--- config.mk ---
export PLATFORM = sky130hd
export DESIGN_NAME = dpsc_decoder
export DESIGN_NICKNAME = d
export VERILOG_FILES = /design/src/dpsc_decoder.v
export VERILOG_INCLUDE_DIRS = /design/src /design/src/src
export SDC_FILE = /design/constraint.sdc
export NUM_CORES = 1
export LEC_CHECK = 0
export BUFFER_PORTS_ARGS = -buffer_cell sky130_fd_sc_hd__buf_4
export CORE_MARGIN = 4
export CORE_UTILIZATION = 25
export DETAILED_ROUTE_END_ITERATION = 8
export PLACE_DENSITY = 0.39
export SETUP_SLACK_MARGIN = 0.1
export SKIP_LAST_GASP = 1
export SLEW_MARGIN = 25
export SYNTH_ARGS = -nofsm -noshare
export SYNTH_HDL_FRONTEND = slang
export SYNTH_SLANG_ARGS = --single-unit
--- constraint.sdc ---
create_clock -name clock_i -period 5.8 [get_ports clock_i]
set_input_delay 0.58 -clock clock_i [delete_from_list [all_inputs] [get_ports clock_i]]
set_output_delay 0.58 -clock clock_i [all_outputs]
set_load 0.005 [all_outputs]
--- src/dpsc_consts.vh ---
// constants for the dual pot serial command decoder
// assumes inclusion by dpsc_decoder.v only
//
// How it works
// - stored-slot read shifts slot out msb first
// - stored-slot write takes eight bits, then programs
// - status byte: zeros then write-pending flag
// - global recall loads both wipers from slot
// - global save programs, then copies both wipers at its end
// - single save copies one wiper, then programs
// - single recall loads one wiper from slot
// - stepping: direction bits until chip select rises
// - programming starts only after frame ends
// - data high steps up, low steps down
// - write-pending reads one while programming
// - commit to the slot happens when the programming timer ends
`ifndef DPSC_CONSTS_VH
`define DPSC_CONSTS_VH
// fixed prefix of the address byte; arbitrary value
`define DPSC_PREFIX 6'h2b
`define DPSC_OP_RD_SLOT 4'hb
`define DPSC_OP_WR_SLOT 4'hc
`define DPSC_OP_STATUS 4'h5
`define DPSC_OP_GRECALL 4'h1
`define DPSC_OP_GSAVE 4'h8
`define DPSC_OP_SSAVE 4'he
`define DPSC_OP_SRECALL 4'hd
`define DPSC_OP_STEP 4'h2
`define DPSC_STATUS_ARG 4'h1
`define DPSC_WIPER_RESET 8'h80
// programming time: 5 us of 200 MHz clocks
`define DPSC_PROG_CYCLES 16'h03e8
`endif

--- src/dpsc_decoder.v ---
// serial command decoder for a dual pot with four stored slots per pot
// assumes sck/cs_n/si arrive from outside; sampled through two flops
`timescale 1ns/100ps
`default_nettype none
`include "dpsc_consts.vh"
module dpsc_decoder (
   // clock and reset
   input wire clock_i,
   input wire rst_n_i,
   input wire clk_en_i,
   // serial pins
   input wire sck_i,
   input wire cs_n_i,
   input wire si_i,
   output reg so_o,
   output reg so_oe_o,
   // strap address
   input wire chip_addr_hi_i,
   input wire chip_addr_lo_i,
   // wiper settings and status
   output reg [7:0] wiper0_o,
   output reg [7:0] wiper1_o,
   output reg write_pending_flag_o
);
   localparam ST_ADDR = 3'h0;
   localparam ST_OP = 3'h1;
   localparam ST_DATA = 3'h2;
   localparam ST_OUT = 3'h3;
   localparam ST_STEP = 3'h4;
   localparam ST_IGN = 3'h5;
   localparam [15:0] PROG_CYC = `DPSC_PROG_CYCLES;

   reg rst_a, rst_s;
   reg [1:0] sck_m, cs_m, si_m;
   reg [1:0] strap_m, strap_s;
   reg sck_d, cs_d;
   reg [2:0] state;
   reg [2:0] bitcnt;
   reg [7:0] shreg;
   reg [1:0] slot_sel, pot_sel;
   reg [7:0] outbyte;
   reg [7:0] slot_mem [0:7];
   reg [2:0] pend_kind; // 0 none,1 write,2 gsave,3 ssave
   reg [7:0] pend_data;
   reg [1:0] pend_slot;
   reg pend_pot;
   reg [15:0] prog_cnt;

   wire sck_rise = sck_m[1] & ~sck_d;
   wire sck_fall = ~sck_m[1] & sck_d;
   wire cs_low = ~cs_m[1];
   wire cs_rise = cs_m[1] & ~cs_d;
   wire si_s = si_m[1];
   wire [7:0] next_shreg = {shreg[6:0], si_s};
   wire [7:0] cur_wiper = pot_sel[0] ? wiper1_o : wiper0_o;

   // reset release through two flops
   always @(posedge clock_i or negedge rst_n_i) begin
      if (!rst_n_i) begin
         rst_a <= 1'b0;
         rst_s <= 1'b0;
      end else begin
         rst_a <= 1'b1;
         rst_s <= rst_a;
      end
   end

   // pin synchronisers; index 0 is read only by index 1
   always @(posedge clock_i or negedge rst_s) begin
      if (!rst_s) begin
         sck_m <= 2'h0;
         cs_m <= 2'h3;
         si_m <= 2'h0;
         strap_m <= 2'h0;
         strap_s <= 2'h0;
         sck_d <= 1'b0;
         cs_d <= 1'b1;
      end else if (clk_en_i) begin
         sck_m <= {sck_m[0], sck_i};
         cs_m <= {cs_m[0], cs_n_i};
         si_m <= {si_m[0], si_i};
         strap_m <= {chip_addr_hi_i, chip_addr_lo_i};
         strap_s <= strap_m;
         sck_d <= sck_m[1];
         cs_d <= cs_m[1];
      end
   end

   // slot storage; not reset, as nonvolatile contents survive
   always @(posedge clock_i) begin
      if (clk_en_i && write_pending_flag_o && prog_cnt == 16'h0001) begin
         case (pend_kind)
            3'h1: slot_mem[{pend_pot, pend_slot}] <= pend_data;
            3'h3: slot_mem[{pend_pot, pend_slot}] <= pend_data;
            3'h2: begin
               slot_mem[{1'b0, pend_slot}] <= wiper0_o;
               slot_mem[{1'b1, pend_slot}] <= wiper1_o;
            end
            default: ;
         endcase
      end
   end

   // frame decoder, wipers and programming timer
   always @(posedge clock_i or negedge rst_s) begin
      if (!rst_s) begin
         state <= ST_ADDR;
         bitcnt <= 3'h0;
         shreg <= 8'h00;
         slot_sel <= 2'h0;
         pot_sel <= 2'h0;
         outbyte <= 8'h00;
         so_o <= 1'b0;
         so_oe_o <= 1'b0;
         wiper0_o <= `DPSC_WIPER_RESET;
         wiper1_o <= `DPSC_WIPER_RESET;
         write_pending_flag_o <= 1'b0;
         pend_kind <= 3'h0;
         pend_data <= 8'h00;
         pend_slot <= 2'h0;
         pend_pot <= 1'b0;
         prog_cnt <= 16'h0000;
      end else if (clk_en_i) begin
         // programming timer; flag tracks it
         if (write_pending_flag_o) begin
            prog_cnt <= prog_cnt - 16'h0001;
            if (prog_cnt == 16'h0001) begin
               write_pending_flag_o <= 1'b0;
               pend_kind <= 3'h0;
            end
         end
         if (!cs_low) begin
            state <= ST_ADDR;
            bitcnt <= 3'h0;
            so_oe_o <= 1'b0;
            // programming launches only on the closing edge
            if (cs_rise && pend_kind != 3'h0 && !write_pending_flag_o) begin
               write_pending_flag_o <= 1'b1;
               prog_cnt <= PROG_CYC;
            end else if (cs_rise && !write_pending_flag_o) begin
               pend_kind <= 3'h0;
            end
         end else if (sck_fall && state == ST_OUT) begin
            so_o <= outbyte[7];
            outbyte <= {outbyte[6:0], 1'b0};
            so_oe_o <= 1'b1;
         end else if (sck_rise) begin
            shreg <= next_shreg;
            bitcnt <= bitcnt + 3'h1;
            case (state)
               ST_ADDR: if (bitcnt == 3'h7) begin
                  // prefix and strap check
                  if (next_shreg[7:2] == `DPSC_PREFIX &&
                      next_shreg[1:0] == strap_s)
                     state <= ST_OP;
                  else
                     state <= ST_IGN;
               end
               ST_OP: if (bitcnt == 3'h7) begin
                  slot_sel <= next_shreg[3:2];
                  pot_sel <= next_shreg[1:0];
                  state <= ST_IGN;
                  case (next_shreg[7:4])
                     `DPSC_OP_RD_SLOT: begin
                        outbyte <= slot_mem[{next_shreg[0],
                           next_shreg[3:2]}];
                        state <= ST_OUT;
                     end
                     `DPSC_OP_STATUS:
                        if (next_shreg[3:0] == `DPSC_STATUS_ARG) begin
                           outbyte <= {7'h00, write_pending_flag_o};
                           state <= ST_OUT;
                        end
                     `DPSC_OP_WR_SLOT: state <= ST_DATA;
                     `DPSC_OP_GRECALL: begin
                        wiper0_o <= slot_mem[{1'b0, next_shreg[3:2]}];
                        wiper1_o <= slot_mem[{1'b1, next_shreg[3:2]}];
                     end
                     `DPSC_OP_SRECALL: begin
                        if (next_shreg[0])
                           wiper1_o <= slot_mem[{1'b1, next_shreg[3:2]}];
                        else
                           wiper0_o <= slot_mem[{1'b0, next_shreg[3:2]}];
                     end
                     `DPSC_OP_GSAVE: if (!write_pending_flag_o) begin
                        pend_kind <= 3'h2;
                        pend_slot <= next_shreg[3:2];
                     end
                     `DPSC_OP_SSAVE: if (!write_pending_flag_o) begin
                        pend_kind <= 3'h3;
                        pend_slot <= next_shreg[3:2];
                        pend_pot <= next_shreg[0];
                        pend_data <= next_shreg[0] ? wiper1_o : wiper0_o;
                     end
                     `DPSC_OP_STEP: state <= ST_STEP;
                     default: state <= ST_IGN;
                  endcase
               end
               ST_DATA: if (bitcnt == 3'h7) begin
                  if (!write_pending_flag_o) begin
                     pend_kind <= 3'h1;
                     pend_slot <= slot_sel;
                     pend_pot <= pot_sel[0];
                     pend_data <= next_shreg;
                  end
                  state <= ST_IGN;
               end
               ST_STEP: begin
                  // saturate at the ends of the array
                  if (si_s && cur_wiper != 8'hff) begin
                     if (pot_sel[0]) wiper1_o <= wiper1_o + 8'h01;
                     else wiper0_o <= wiper0_o + 8'h01;
                  end else if (!si_s && cur_wiper != 8'h00) begin
                     if (pot_sel[0]) wiper1_o <= wiper1_o - 8'h01;
                     else wiper0_o <= wiper0_o - 8'h01;
                  end
               end
               default: ;
            endcase
         end
      end
   end
endmodule // dpsc_decoder
`default_nettype wire

# Word-level counts from Yosys, hierarchy flattened
# Memory sizes are Yosys's and may differ from the RTL's.
# Index checks and enable logic that the tools add are counted.
[totals] out_inout_bits=19 mem_count=1 input_bits=8 register_bits=87 word_cells=208 ramBits=64
[op_classes] add_sub_neg=6 n_reduce_logical=36 n_eq_ne=40 bitwise_logic=9 muxes=91
[memory_table] name="slot_mem" depth=8 width=8 read_ports=3 rd_ports_with_merged_regs=0 write_ports=2 line_no="dpsc_decoder.v:42" text="reg [7:0] slot_mem [0:7];"
[ops] operator="$mux 8" count=26
[ops] operator="$pmux 8 s2" count=6
[ops] operator="$mux 3" count=24
[ops] operator="$mux 16" count=3
[ops] operator="$ne 3x3->1 const B" count=11
[ops] operator="$reduce_and 11->1" count=2
[ops] operator="$mux 1" count=21
[ops] operator="$eq 4x4->1 const B" count=5
[ops] operator="$reduce_and 10->1" count=2
[ops] operator="$add 8x1->8 const B" count=2
[ops] operator="$eq 16x1->1 const B" count=1
[ops] operator="$sub 16x1->16 const B" count=1
[ops] operator="$sub 8x1->8 const B" count=2
[ops] operator="$ne 2x2->1 const B" count=7
[ops] operator="$reduce_and 7->1" count=2
[ops] operator="$reduce_bool 2->1" count=7
[ops] operator="$eq 3x2->1 const B" count=4
[ops] operator="$pmux 3 s2" count=2
[ops] operator="$pmux 3 s4" count=1
[ops] operator="$mux 2" count=5
[ops] operator="$logic_and 1x1->1" count=9
[ops] operator="$pmux 3 s3" count=1
[ops] operator="$eq 4x1->1 const B" count=2
[ops] operator="$ne 8x8->1 const B" count=1
[ops] operator="24 further kinds" count=35

# Depth between registers and ports, before layout
# Gate-level depths: netlist of run 1.
[logic_depth] ltp_word=10 mapped_depth=12 mapped_depth_nobuf=11

# Worst setup path before layout of run 1
# No wires, ideal clock.
[synth_path] path_kind="reg-to-reg" startpoint="reg wiper1_o[7]" endpoint="reg wiper0_o[7]" path_buffers=1 synth_period_minus_slack_ns=2.969 path_slack_ns=2.831 path_stages_with_launch=13 arrival_time_ns=2.903 setup_time_ns=0.066 t_required_ns=5.734 cell_sequence="dfstp_2 -> clkbuf_1 -> and4_1 -> a22oi_1 -> o21a_1 -> inv_2 -> ha_1 -> a211oi_1 -> o21ai_0 -> a31oi_1 -> mux2i_1 -> or3_1 -> nand4_1"
[synth_via] elab_chain_len=5 elab_cells_between_ends=11 cone_classes="eq/ne: 4; mux: 3; reduce/logical: 4"
[synth_lines] item="from (decl)" line_no="dpsc_decoder.v:22" text="output reg [7:0] wiper1_o,"
[synth_lines] item="from (signal assigned)" line_no="dpsc_decoder.v:116" text="wiper1_o <= `DPSC_WIPER_RESET;"
[synth_lines] item="from (signal assigned)" line_no="dpsc_decoder.v:177" text="wiper1_o <= slot_mem[{1'b1, next_shreg[3:2]}];"
[synth_lines] item="from (signal assigned)" line_no="dpsc_decoder.v:181" text="wiper1_o <= slot_mem[{1'b1, next_shreg[3:2]}];"
[synth_lines] item="$mux 8 (*)" line_no="dpsc_decoder.v:55" text="wire [7:0] cur_wiper = pot_sel[0] ? wiper1_o : wiper0_o;"
[synth_lines] item="$ne 8x8->1 / $reduce_bool 8->1 (equally long branches)" line_no="dpsc_decoder.v:210, dpsc_decoder.v:213"
[synth_lines] item="$logic_and 1x1->1 (on tied branches)" line_no="dpsc_decoder.v:210, dpsc_decoder.v:213"
[synth_lines] item="$ne 3x3->1 (no source line) / $mux 8 (equally long branches)"
[synth_lines] item="$reduce_and 11->1 (no source line) / $pmux 8 s2 (equally long branches)"
[synth_lines] item="to (signal assigned)" line_no="dpsc_decoder.v:183" text="wiper0_o <= slot_mem[{1'b0, next_shreg[3:2]}];"
[synth_lines] item="to (signal assigned)" line_no="dpsc_decoder.v:212" text="else wiper0_o <= wiper0_o + 8'h01;"
[synth_lines] item="to (signal assigned)" line_no="dpsc_decoder.v:215" text="else wiper0_o <= wiper0_o - 8'h01;"
[synth_lines] item="to (decl)" line_no="dpsc_decoder.v:21" text="output reg [7:0] wiper0_o,"
# Every way passes the cells marked *; elsewhere a longest branch is shown, timed or not.
# A chain may end at the register's enable or synchronous reset.

# Worst setup path after layout of run 1
[layout_path] startpoint="reg pot_sel[0]" endpoint="reg wiper0_o[7]"
[layout_via] elab_chain_len=5 elab_cells_between_ends=11 cone_classes="eq/ne: 4; mux: 3; reduce/logical: 4"
[layout_lines] item="from (decl)" line_no="dpsc_decoder.v:40" text="reg [1:0] slot_sel, pot_sel;"
[layout_lines] item="from (signal assigned)" line_no="dpsc_decoder.v:161" text="pot_sel <= next_shreg[1:0];"
[layout_lines] item="$mux 8" line_no="dpsc_decoder.v:55"
[layout_lines] item="$ne 8x8->1 / $reduce_bool 8->1 (equally long branches)" line_no="dpsc_decoder.v:210, dpsc_decoder.v:213"
[layout_lines] item="$logic_and 1x1->1 (on tied branches)" line_no="dpsc_decoder.v:210, dpsc_decoder.v:213"
[layout_lines] item="$ne 3x3->1 (no source line) / $mux 8 (equally long branches)"
[layout_lines] item="$reduce_and 11->1 (no source line) / $pmux 8 s2 (equally long branches)"
# Several ways; a longest one is shown, not always the timed one.

==> metrics.md, run 1 <==
| Metric | Value |
|---|---|
| Logic pwr share | `0.235` |
| Post-route insts no fill | `1204` |
| Placed cells | `roughly 1200` |
| Iter 0 DRT Violations | `between 300 and 400` |
| Setup TNS | `0 ns` |
| Crit. End Element | `flip-flop` |
| GRT Total Usage | `0.1318` |
| Post-Place Setup Slack | `about 2.5 ns` |
| Die X | `roughly 190 um` |
| Clock power share | `0.348` |
| Origin of the worst setup path | `pot_sel[0]$_DFFE_PN0P_` |
| Worst Slack Setup Final | `around 2.5 ns` |
| Filler Cell Count | `~3400` |
| Clock Skew | `between 0.01 and 0.015 ns` |
| R2r worst-path depth | `10` |
| Peak Freq | `slightly above 0.3 GHz` |
| Initial antenna violation count | `1` |
| Final hold vios | `0` |
| Ports | `27` |
| Worst flop-to-flop path startpoint | `pot_sel[0]$_DFFE_PN0P_` |
| Register area | `~0.0041 mm^2` |
| Yosys top cell area share | `0.2448` |
| Outcome | `finished clean` |
| Clock transition at path regs | `roughly 0.070 ns` |
| Clock Path Buffers | `2` |
| Worst Path Required | `a little over 6 ns` |
| R2r endpoint | `wiper0_o[7]$_DFFE_PN1P_` |
| Leakage power figure | `between 3 and 4 nW` |
| First-pass GRT wire length | `about 36000 um` |
| Critical path type | `flip-flop to flip-flop` |
| Min Tclk post-route | `between 3 and 4 ns` |
| CTS tree | `built` |
| Slew @ Worst Pin | `1.081 ns` |
| Detail Placement HPWL | `approximately 16000 um` |
| Diodes inserted | `0` |
| Largest fanout on the critical path | `16` |
| Flop pwr share | `0.417` |
| Buffers added on ports | `26` |
| Final #Nets | `775` |
| Initial Util | `0.2557` |
| CTS root buf | `clkbuf_16` |
| # DRC | `0` |
| Synth Flop Type | `dfrtp_1` |
| Final ANT Viol Nets | `0` |
| Gr ovfl total | `0` |
| Syn nets | `774` |
| Final setup viols | `0` |
| Mean Syn Cell Area | `around 11 um^2` |
| Async SR Flop Fraction | `0.5762` |
| Crit path DAT | `between 3 and 4 ns` |
| Final WL | `~23000 um` |
| Max stage delay on crit path | `0.66 ns` |
| Unique masters post-synth | `75` |
| Die area | `about 0.037 mm^2` |
| DR WL/cell | `around 19 um` |
| Yosys top cell by area | `dfrtp_1` |
| Sequential area share after synthesis | `0.4897` |
| R2R Setup Slk | `around 2.5 ns` |
| Synth Register Bits | `approximately 150` |
| Via count | `5738` |
| Number of core rows | `66` |
| Critical path's slowest cell | `dfrtp_1` |
| Tcrit/Tclk final | `0.5679` |
| Hold WC Path Type | `flip-flop to async pin` |
| Power per cell area | `between 300 and 400 mW/mm^2` |
| Routability congestion estimate | `between 0.7 and 0.8` |
| Peak supply drop | `approximately 0.14 mV` |
| Die Span Y | `around 190 um` |
| CP Launch Type | `flip-flop` |
| RSZ-0062 raised after global routing | `no` |
| YS warnings | `0` |
| Share of cells above drive strength 1 | `0.1942` |
| Post-synth EDFFs | `64` |
| Vias per inst | `between 4 and 5` |
| Post-synthesis cell area | `about 0.0084 mm^2` |
| Total CTS buffers | `17` |
| H-tree depth | `4` |
| Layout area overhead | `14.79%` |
| DRT Pass-1 Iters | `5` |
| Worst Path Buf+Inv | `1` |
| Area contributors post-synth | `dfrtp_1, edfxtp_1, mux2i_1` |
| Area occupied by multi-input gates | `between 0.004 and 0.005 mm^2` |
| Int Power | `between 0.002 and 0.0025 W` |
| CP Capture Point | `wiper0_o[7]$_DFFE_PN1P_` |
| CP Depth | `10` |
| Post-CTS Setup Bufs | `0` |
| CP delay by family, top | `compound AO/OA/AOI/OAI gates` |
| Clock Sinks | `151` |
| Cells after Synth | `between 700 and 800` |
| Core Area | `about 0.033 mm^2` |
| Slew HR | `0.2767` |
| Final max-slew violation count | `0` |
| CP Cell Sequence | `mux2_2, o21a_1, inv_2, ha_1, a211oi_1, o21ai_0, a31oi_1, mux2i_1, or3_1, nand4_1` |
| Vias in the first global route | `5861` |
| NetSw | `between 0.001 and 0.0015 W` |
| Max-Cap Viols | `0` |
| Largest net degree at the start of global routing | `slightly below 50` |
| Switching Share | `0.3352` |
| Worst-skew pair later-pin latency | `roughly 0.43 ns` |
-- state kept, by name, indices dropped and copies added, names as in the netlist, 7 cells and up --
signal,count
outbyte,8
slot_mem,64
wiper1_o,8
wiper0_o,8
pend_data,8
shreg,7
prog_cnt,16
-- cells in the final DEF, fill, tap and decap left out, types with 9 or more instances in the layout --
cell type  count
nor3_1        12
mux2_1        15
mux2_2        28
clkbuf_16     17
edfxtp_1      64
ha_1          16
mux2i_1       44
mux4_2        16
nor2_1        40
nand2b_1      13
xor2_1         9
a21oi_1       52
buf_4         35
xnor2_1       12
o21ai_0       44
dfrtp_1       81
nand2_1       90
-- how the worst min path moves through the flow --
stage,from,to,slack [ns]
after floorplan,rst_n_i,rst_a$_DFF_PN0_,0.28
after global placement,rst_a$_DFF_PN0_,rst_s$_DFF_PN0_,0.33
after detailed placement,rst_a$_DFF_PN0_,rst_s$_DFF_PN0_,0.34
after global routing,rst_a$_DFF_PN0_,rst_s$_DFF_PN0_,0.36
final,rst_s$_DFF_PN0_,prog_cnt[2]$_DFFE_PN0P_,0.33
after CTS,rst_a$_DFF_PN0_,rst_s$_DFF_PN0_,0.35
-- kinds of logic (layout without fill, tap and decap cells) --
kind of cell	after synthesis	count (layout)	share of synthesized area
AND/OR/NAND/NOR	228	228	0.1433
AO/OA/AOI/OAI	157	157	0.1181
flip-flops	151	151	0.4897
multiplexers	109	109	0.1640
buffers and inverters	63	77	0.03388
XOR/XNOR	21	21	0.02194
adder cells (fa/ha/maj)	18	18	0.02866
other	1	1	0.0004473
-- through the flow --
stage / total power [W] / utilization / hold slack [ns] / area, um^2
after floorplan: 0.002095 / - / 0.2844 / 8383
after global placement: 0.002395 / 0.2731 / 0.3340 / 8952
after detailed placement: 0.002382 / 0.2734 / 0.3373 / 8962
after CTS: 0.003657 / 0.2935 / 0.3516 / 9620
after global routing: 0.003828 / 0.2935 / 0.3551 / 9623
final: 0.003602 / 0.2935 / 0.3293 / 9623
-- timing repair --
action / in CTS / in global routing
resized for setup: 0 / 0
hold buffers: 1 / 0
hold endpoints to repair: 2 / 0
-- layout make-up --
type | count | share of cell area
Timing Repair Buffer | 36 | 0.02834
Multi-Input combinational cell | 534 | 0.4163
Inverter | 9 | 0.003511
Clock buffer | 17 | 0.04421
Sequential cell | 151 | 0.4270
Clock inverter | 15 | 0.02314
Tap cell | 442 | 0.05747
-- power by group through the flow --
| stage | combinational (W) | clock [W] | sequential, W |
|---|---|---|---|
| 3_5_place_dp | 0.000857 | 0 | 0.00153 |
| 5_1_grt | 0.000960 | 0.00133 | 0.00154 |
| 6_report | 0.000846 | 0.00125 | 0.00150 |
| 2_1_floorplan | 0.000749 | 0 | 0.00135 |
| 3_3_place_gp | 0.000870 | 0 | 0.00153 |
| 4_1_cts | 0.000862 | 0.00129 | 0.00151 |
-- routing by layer --
layer,routed length (um),GRT usage
met5,7,0
met4,408,0.04254
met3,650,0.02319
met2,10680,0.2095
met1,11480,0.1829
-- cells in the mapped netlist, drive strengths merged, types with 2 or more instances --
cell type	count
nand2	91
dfrtp	82
edfxtp	64
a21oi	55
mux2	49
o21ai	47
mux2i	44
nor2	43
clkbuf	36
buf	18
ha	16
mux4	16
nor3	16
nand2b	13
xnor2	12
or3	10
inv	9
nand3	9
xor2	9
a21o	8
a22o	8
nor4	7
a211oi	6
or4	6
dfstp	5
nand4	5
o2bb2ai	5
o31ai	5
a22oi	4
nor2b	4
nor3b	4
nor4b	4
a31oi	3
and2	3
nand3b	3
nand4b	3
or4b	3
fa	2
o211ai	2
o21bai	2
o22a	2
Power figures use the tool's default switching activity.
==> run 2: changes to the inputs <==
- clock period: 5.8 -> 3.29 ns (I/O delays scaled with it)
==> metrics.md, run 2 (synthesis gave the netlist of run 1 again) <==
| Metric | Value |
|---|---|
| Outcome | `finished clean` |
| Largest regs | `slot_mem x64, prog_cnt x16` |
| Final WL | `approximately 24000 um` |
| Worst flop-to-flop path startpoint | `pot_sel[0]$_DFFE_PN0P_` |
| Layout area overhead | `17.33%` |
| Clock power share | `0.307` |
| Crit path DAT | `3.32 ns` |
| Routing usage on met2 | `0.2132` |
| CP Cell Sequence | `mux2_2, o21a_1, inv_2, buf_4, fa_1, a21o_1, a21o_1, a21oi_1, or4b_2, nand3_1, mux2_4` |
| Flop pwr share | `0.395` |
| M3 GR Usage | `0.02648` |
| # DRC | `0` |
| Ports | `27` |
| Max-Cap Viols | `0` |
| Largest fanout on the critical path | `10` |
| Min Tclk post-route | `a little under 3 ns` |
| Worst Path Buf+Inv | `2` |
| Peak Freq | `0.3398 GHz` |
| Peak supply drop | `0.3227 mV` |
| NetSw | `~0.0022 W` |
| Slew @ Worst Pin | `roughly 0.74 ns` |
| Final max-slew violation count | `0` |
| DRT Pass-1 Iters | `5` |
| Power, Total | `0.006198 W` |
| Final #Nets | `about 810` |
| Worst-skew pair later-pin latency | `~0.43 ns` |
| Final setup viols | `0` |
| Filler Cell Count | `roughly 3400` |
| Diodes inserted | `0` |
| Routability congestion estimate | `roughly 0.78` |
| CTS root buf | `clkbuf_16` |
| Top reg by flops | `slot_mem` |
| Initial Util | `0.2557` |
| Logic pwr share | `0.299` |
| H-tree depth | `4` |
| Die Span Y | `approximately 190 um` |
| Setup TNS | `0 ns` |
| Int Power | `between 0.003 and 0.004 W` |
| Cell mode on critical path | `a21o_1` |
| Most frequent cells in the layout | `nand2_1, dfrtp_1, buf_4` |
| Leakage power figure | `about 4 nW` |
| Grt met1 use | `0.1898` |
| Vias in the first global route | `approximately 6000` |
| Post-Route Utilization | `0.3000` |
| Detail Placement HPWL | `16690 um` |
| Most common cell after layout, fill and taps aside | `nand2_1` |
| Gr ovfl total | `0` |
| Die X | `191.1 um` |
| Final hold vios | `0` |
| Buffers added on ports | `26` |
| CP Launch Type | `flip-flop` |
| Die area | `0.03652 mm^2` |
| Iter 0 DRT Violations | `between 300 and 400` |
| CP delay by family, top | `simple AND/OR/NAND/NOR gates` |
| Clock Skew | `0.009569 ns` |
| Clock transition at path regs | `around 0.07 ns` |
| Hold WC Path Type | `primary input to flip-flop` |
| Clock Path Buffers | `2` |
| Total CTS buffers | `17` |
| Core Area | `0.03278 mm^2` |
| Max stage delay on crit path | `~0.63 ns` |
| Hold Path End | `si_m[0]$_DFFE_PN0P_` |
| R2r worst-path depth | `11` |
| Number of core rows | `66` |
| DR WL/cell | `approximately 19 um` |
| GRT Total Usage | `0.1351` |
| Final ANT Viol Nets | `0` |
| Crit. End Element | `flip-flop` |
| Largest net degree at the start of global routing | `70` |
| Tcrit/Tclk final | `0.8944` |
| Via count | `just under 6000` |
| R2R Setup Slk | `~0.35 ns` |
| Critical path type | `flip-flop to flip-flop` |
| Worst Path Required | `roughly 3.7 ns` |
| Layer with the highest usage | `met2` |
| CTS tree | `built` |
| Initial antenna violation count | `2` |
| Slew HR | `0.5026` |
| Switching Share | `0.3596` |
| Share of cells above drive strength 1 | `0.2293` |
| First-pass GRT wire length | `~37000 um` |
| Hold Path Depth | `2` |
| Min-delay src | `si_i` |
| Post-route insts no fill | `1240` |
| Largest register FFs | `64` |
| R2r endpoint | `wiper0_o[6]$_DFFE_PN0P_` |
| Vias per inst | `4.690` |
| Critical path's slowest cell | `or4b_2` |
| RSZ-0062 raised after global routing | `no` |
| Clock Sinks | `151` |
| Placed cells | `~1200` |
| Power per cell area | `630.2 mW/mm^2` |
## run 2: repair_timing
| item | 4_1_cts | 5_1_grt |
|---|---|---|
| resized for setup | 0 | 2 |
| setup buffers | 0 | 0 |
| endpoints found under the setup margin | 0 | 3 |
| hold endpoints to repair | 2 | 0 |
| hold buffers | 1 | 0 |
## run 2: worst max-delay path by stage
stage / from / to / slack [ns] / cells after the start
6_report: pot_sel[0]$_DFFE_PN0P_ / wiper0_o[6]$_DFFE_PN0P_ / 0.35 / 11
3_3_place_gp: pot_sel[0]$_DFFE_PN0P_ / wiper1_o[7]$_DFFE_PN1P_ / 0.38 / 10
3_5_place_dp: pot_sel[0]$_DFFE_PN0P_ / wiper0_o[7]$_DFFE_PN1P_ / 0.36 / 10
5_1_grt: pot_sel[0]$_DFFE_PN0P_ / wiper1_o[7]$_DFFE_PN1P_ / 0.10 / 11
4_1_cts: pot_sel[0]$_DFFE_PN0P_ / wiper0_o[7]$_DFFE_PN1P_ / 0.33 / 10
2_1_floorplan: wiper1_o[7]$_DFFE_PN1P_ / wiper0_o[7]$_DFFE_PN1P_ / 0.32 / 12
## run 2: worst reg2reg max path, cell delays in order (launching register included)
cell     delay [ns]
dfrtp_1        0.49
mux2_2         0.37
o21a_1         0.24
inv_2          0.19
buf_4          0.20
fa_1           0.21
a21o_1         0.12
a21o_1         0.14
a21oi_1        0.08
or4b_2         0.63
nand3_1        0.09
mux2_4         0.14
## run 2: through the flow
stage,hold slack (ns),setup WS [ns],area (um^2)
4_1_cts,0.1095,0.3308,9798
5_1_grt,0.1206,0.1030,9836
3_5_place_dp,0.1181,0.3558,9228
6_report,0.1293,0.3473,9836
2_1_floorplan,0.03341,0.3215,8383
3_3_place_gp,0.1136,0.3783,9228
## run 2: routing by layer
metal	up-vias	part of all wire
li1	2831	-
met1	2900	0.50
met2	70	0.46
met3	12	0.031
met4	2	0.010
met5	-	0.00029
## run 2: power by group through the flow
stage | combinational (W) | clock (W) | sequential, W
floorplan | 0.00132 | 0 | 0.00237
global placement | 0.00185 | 0 | 0.00250
detailed placement | 0.00184 | 0 | 0.00250
CTS | 0.00185 | 0.00196 | 0.00246
global route | 0.00207 | 0.00202 | 0.00249
finish | 0.00185 | 0.00190 | 0.00245
## run 2: final cells by class
| type | instances | area (um^2) | share of cell area |
|---|---|---|---|
| clock inverter | 15 | 135.1 | 0.01374 |
| tap | 442 | 553.0 | 0.05623 |
| multi-input combinational | 534 | 4004 | 0.4071 |
| timing repair buffer | 72 | 575.6 | 0.05852 |
| inverter | 9 | 33.78 | 0.003435 |
| clock buffer | 17 | 425.4 | 0.04325 |
| sequential | 151 | 4109 | 0.4178 |
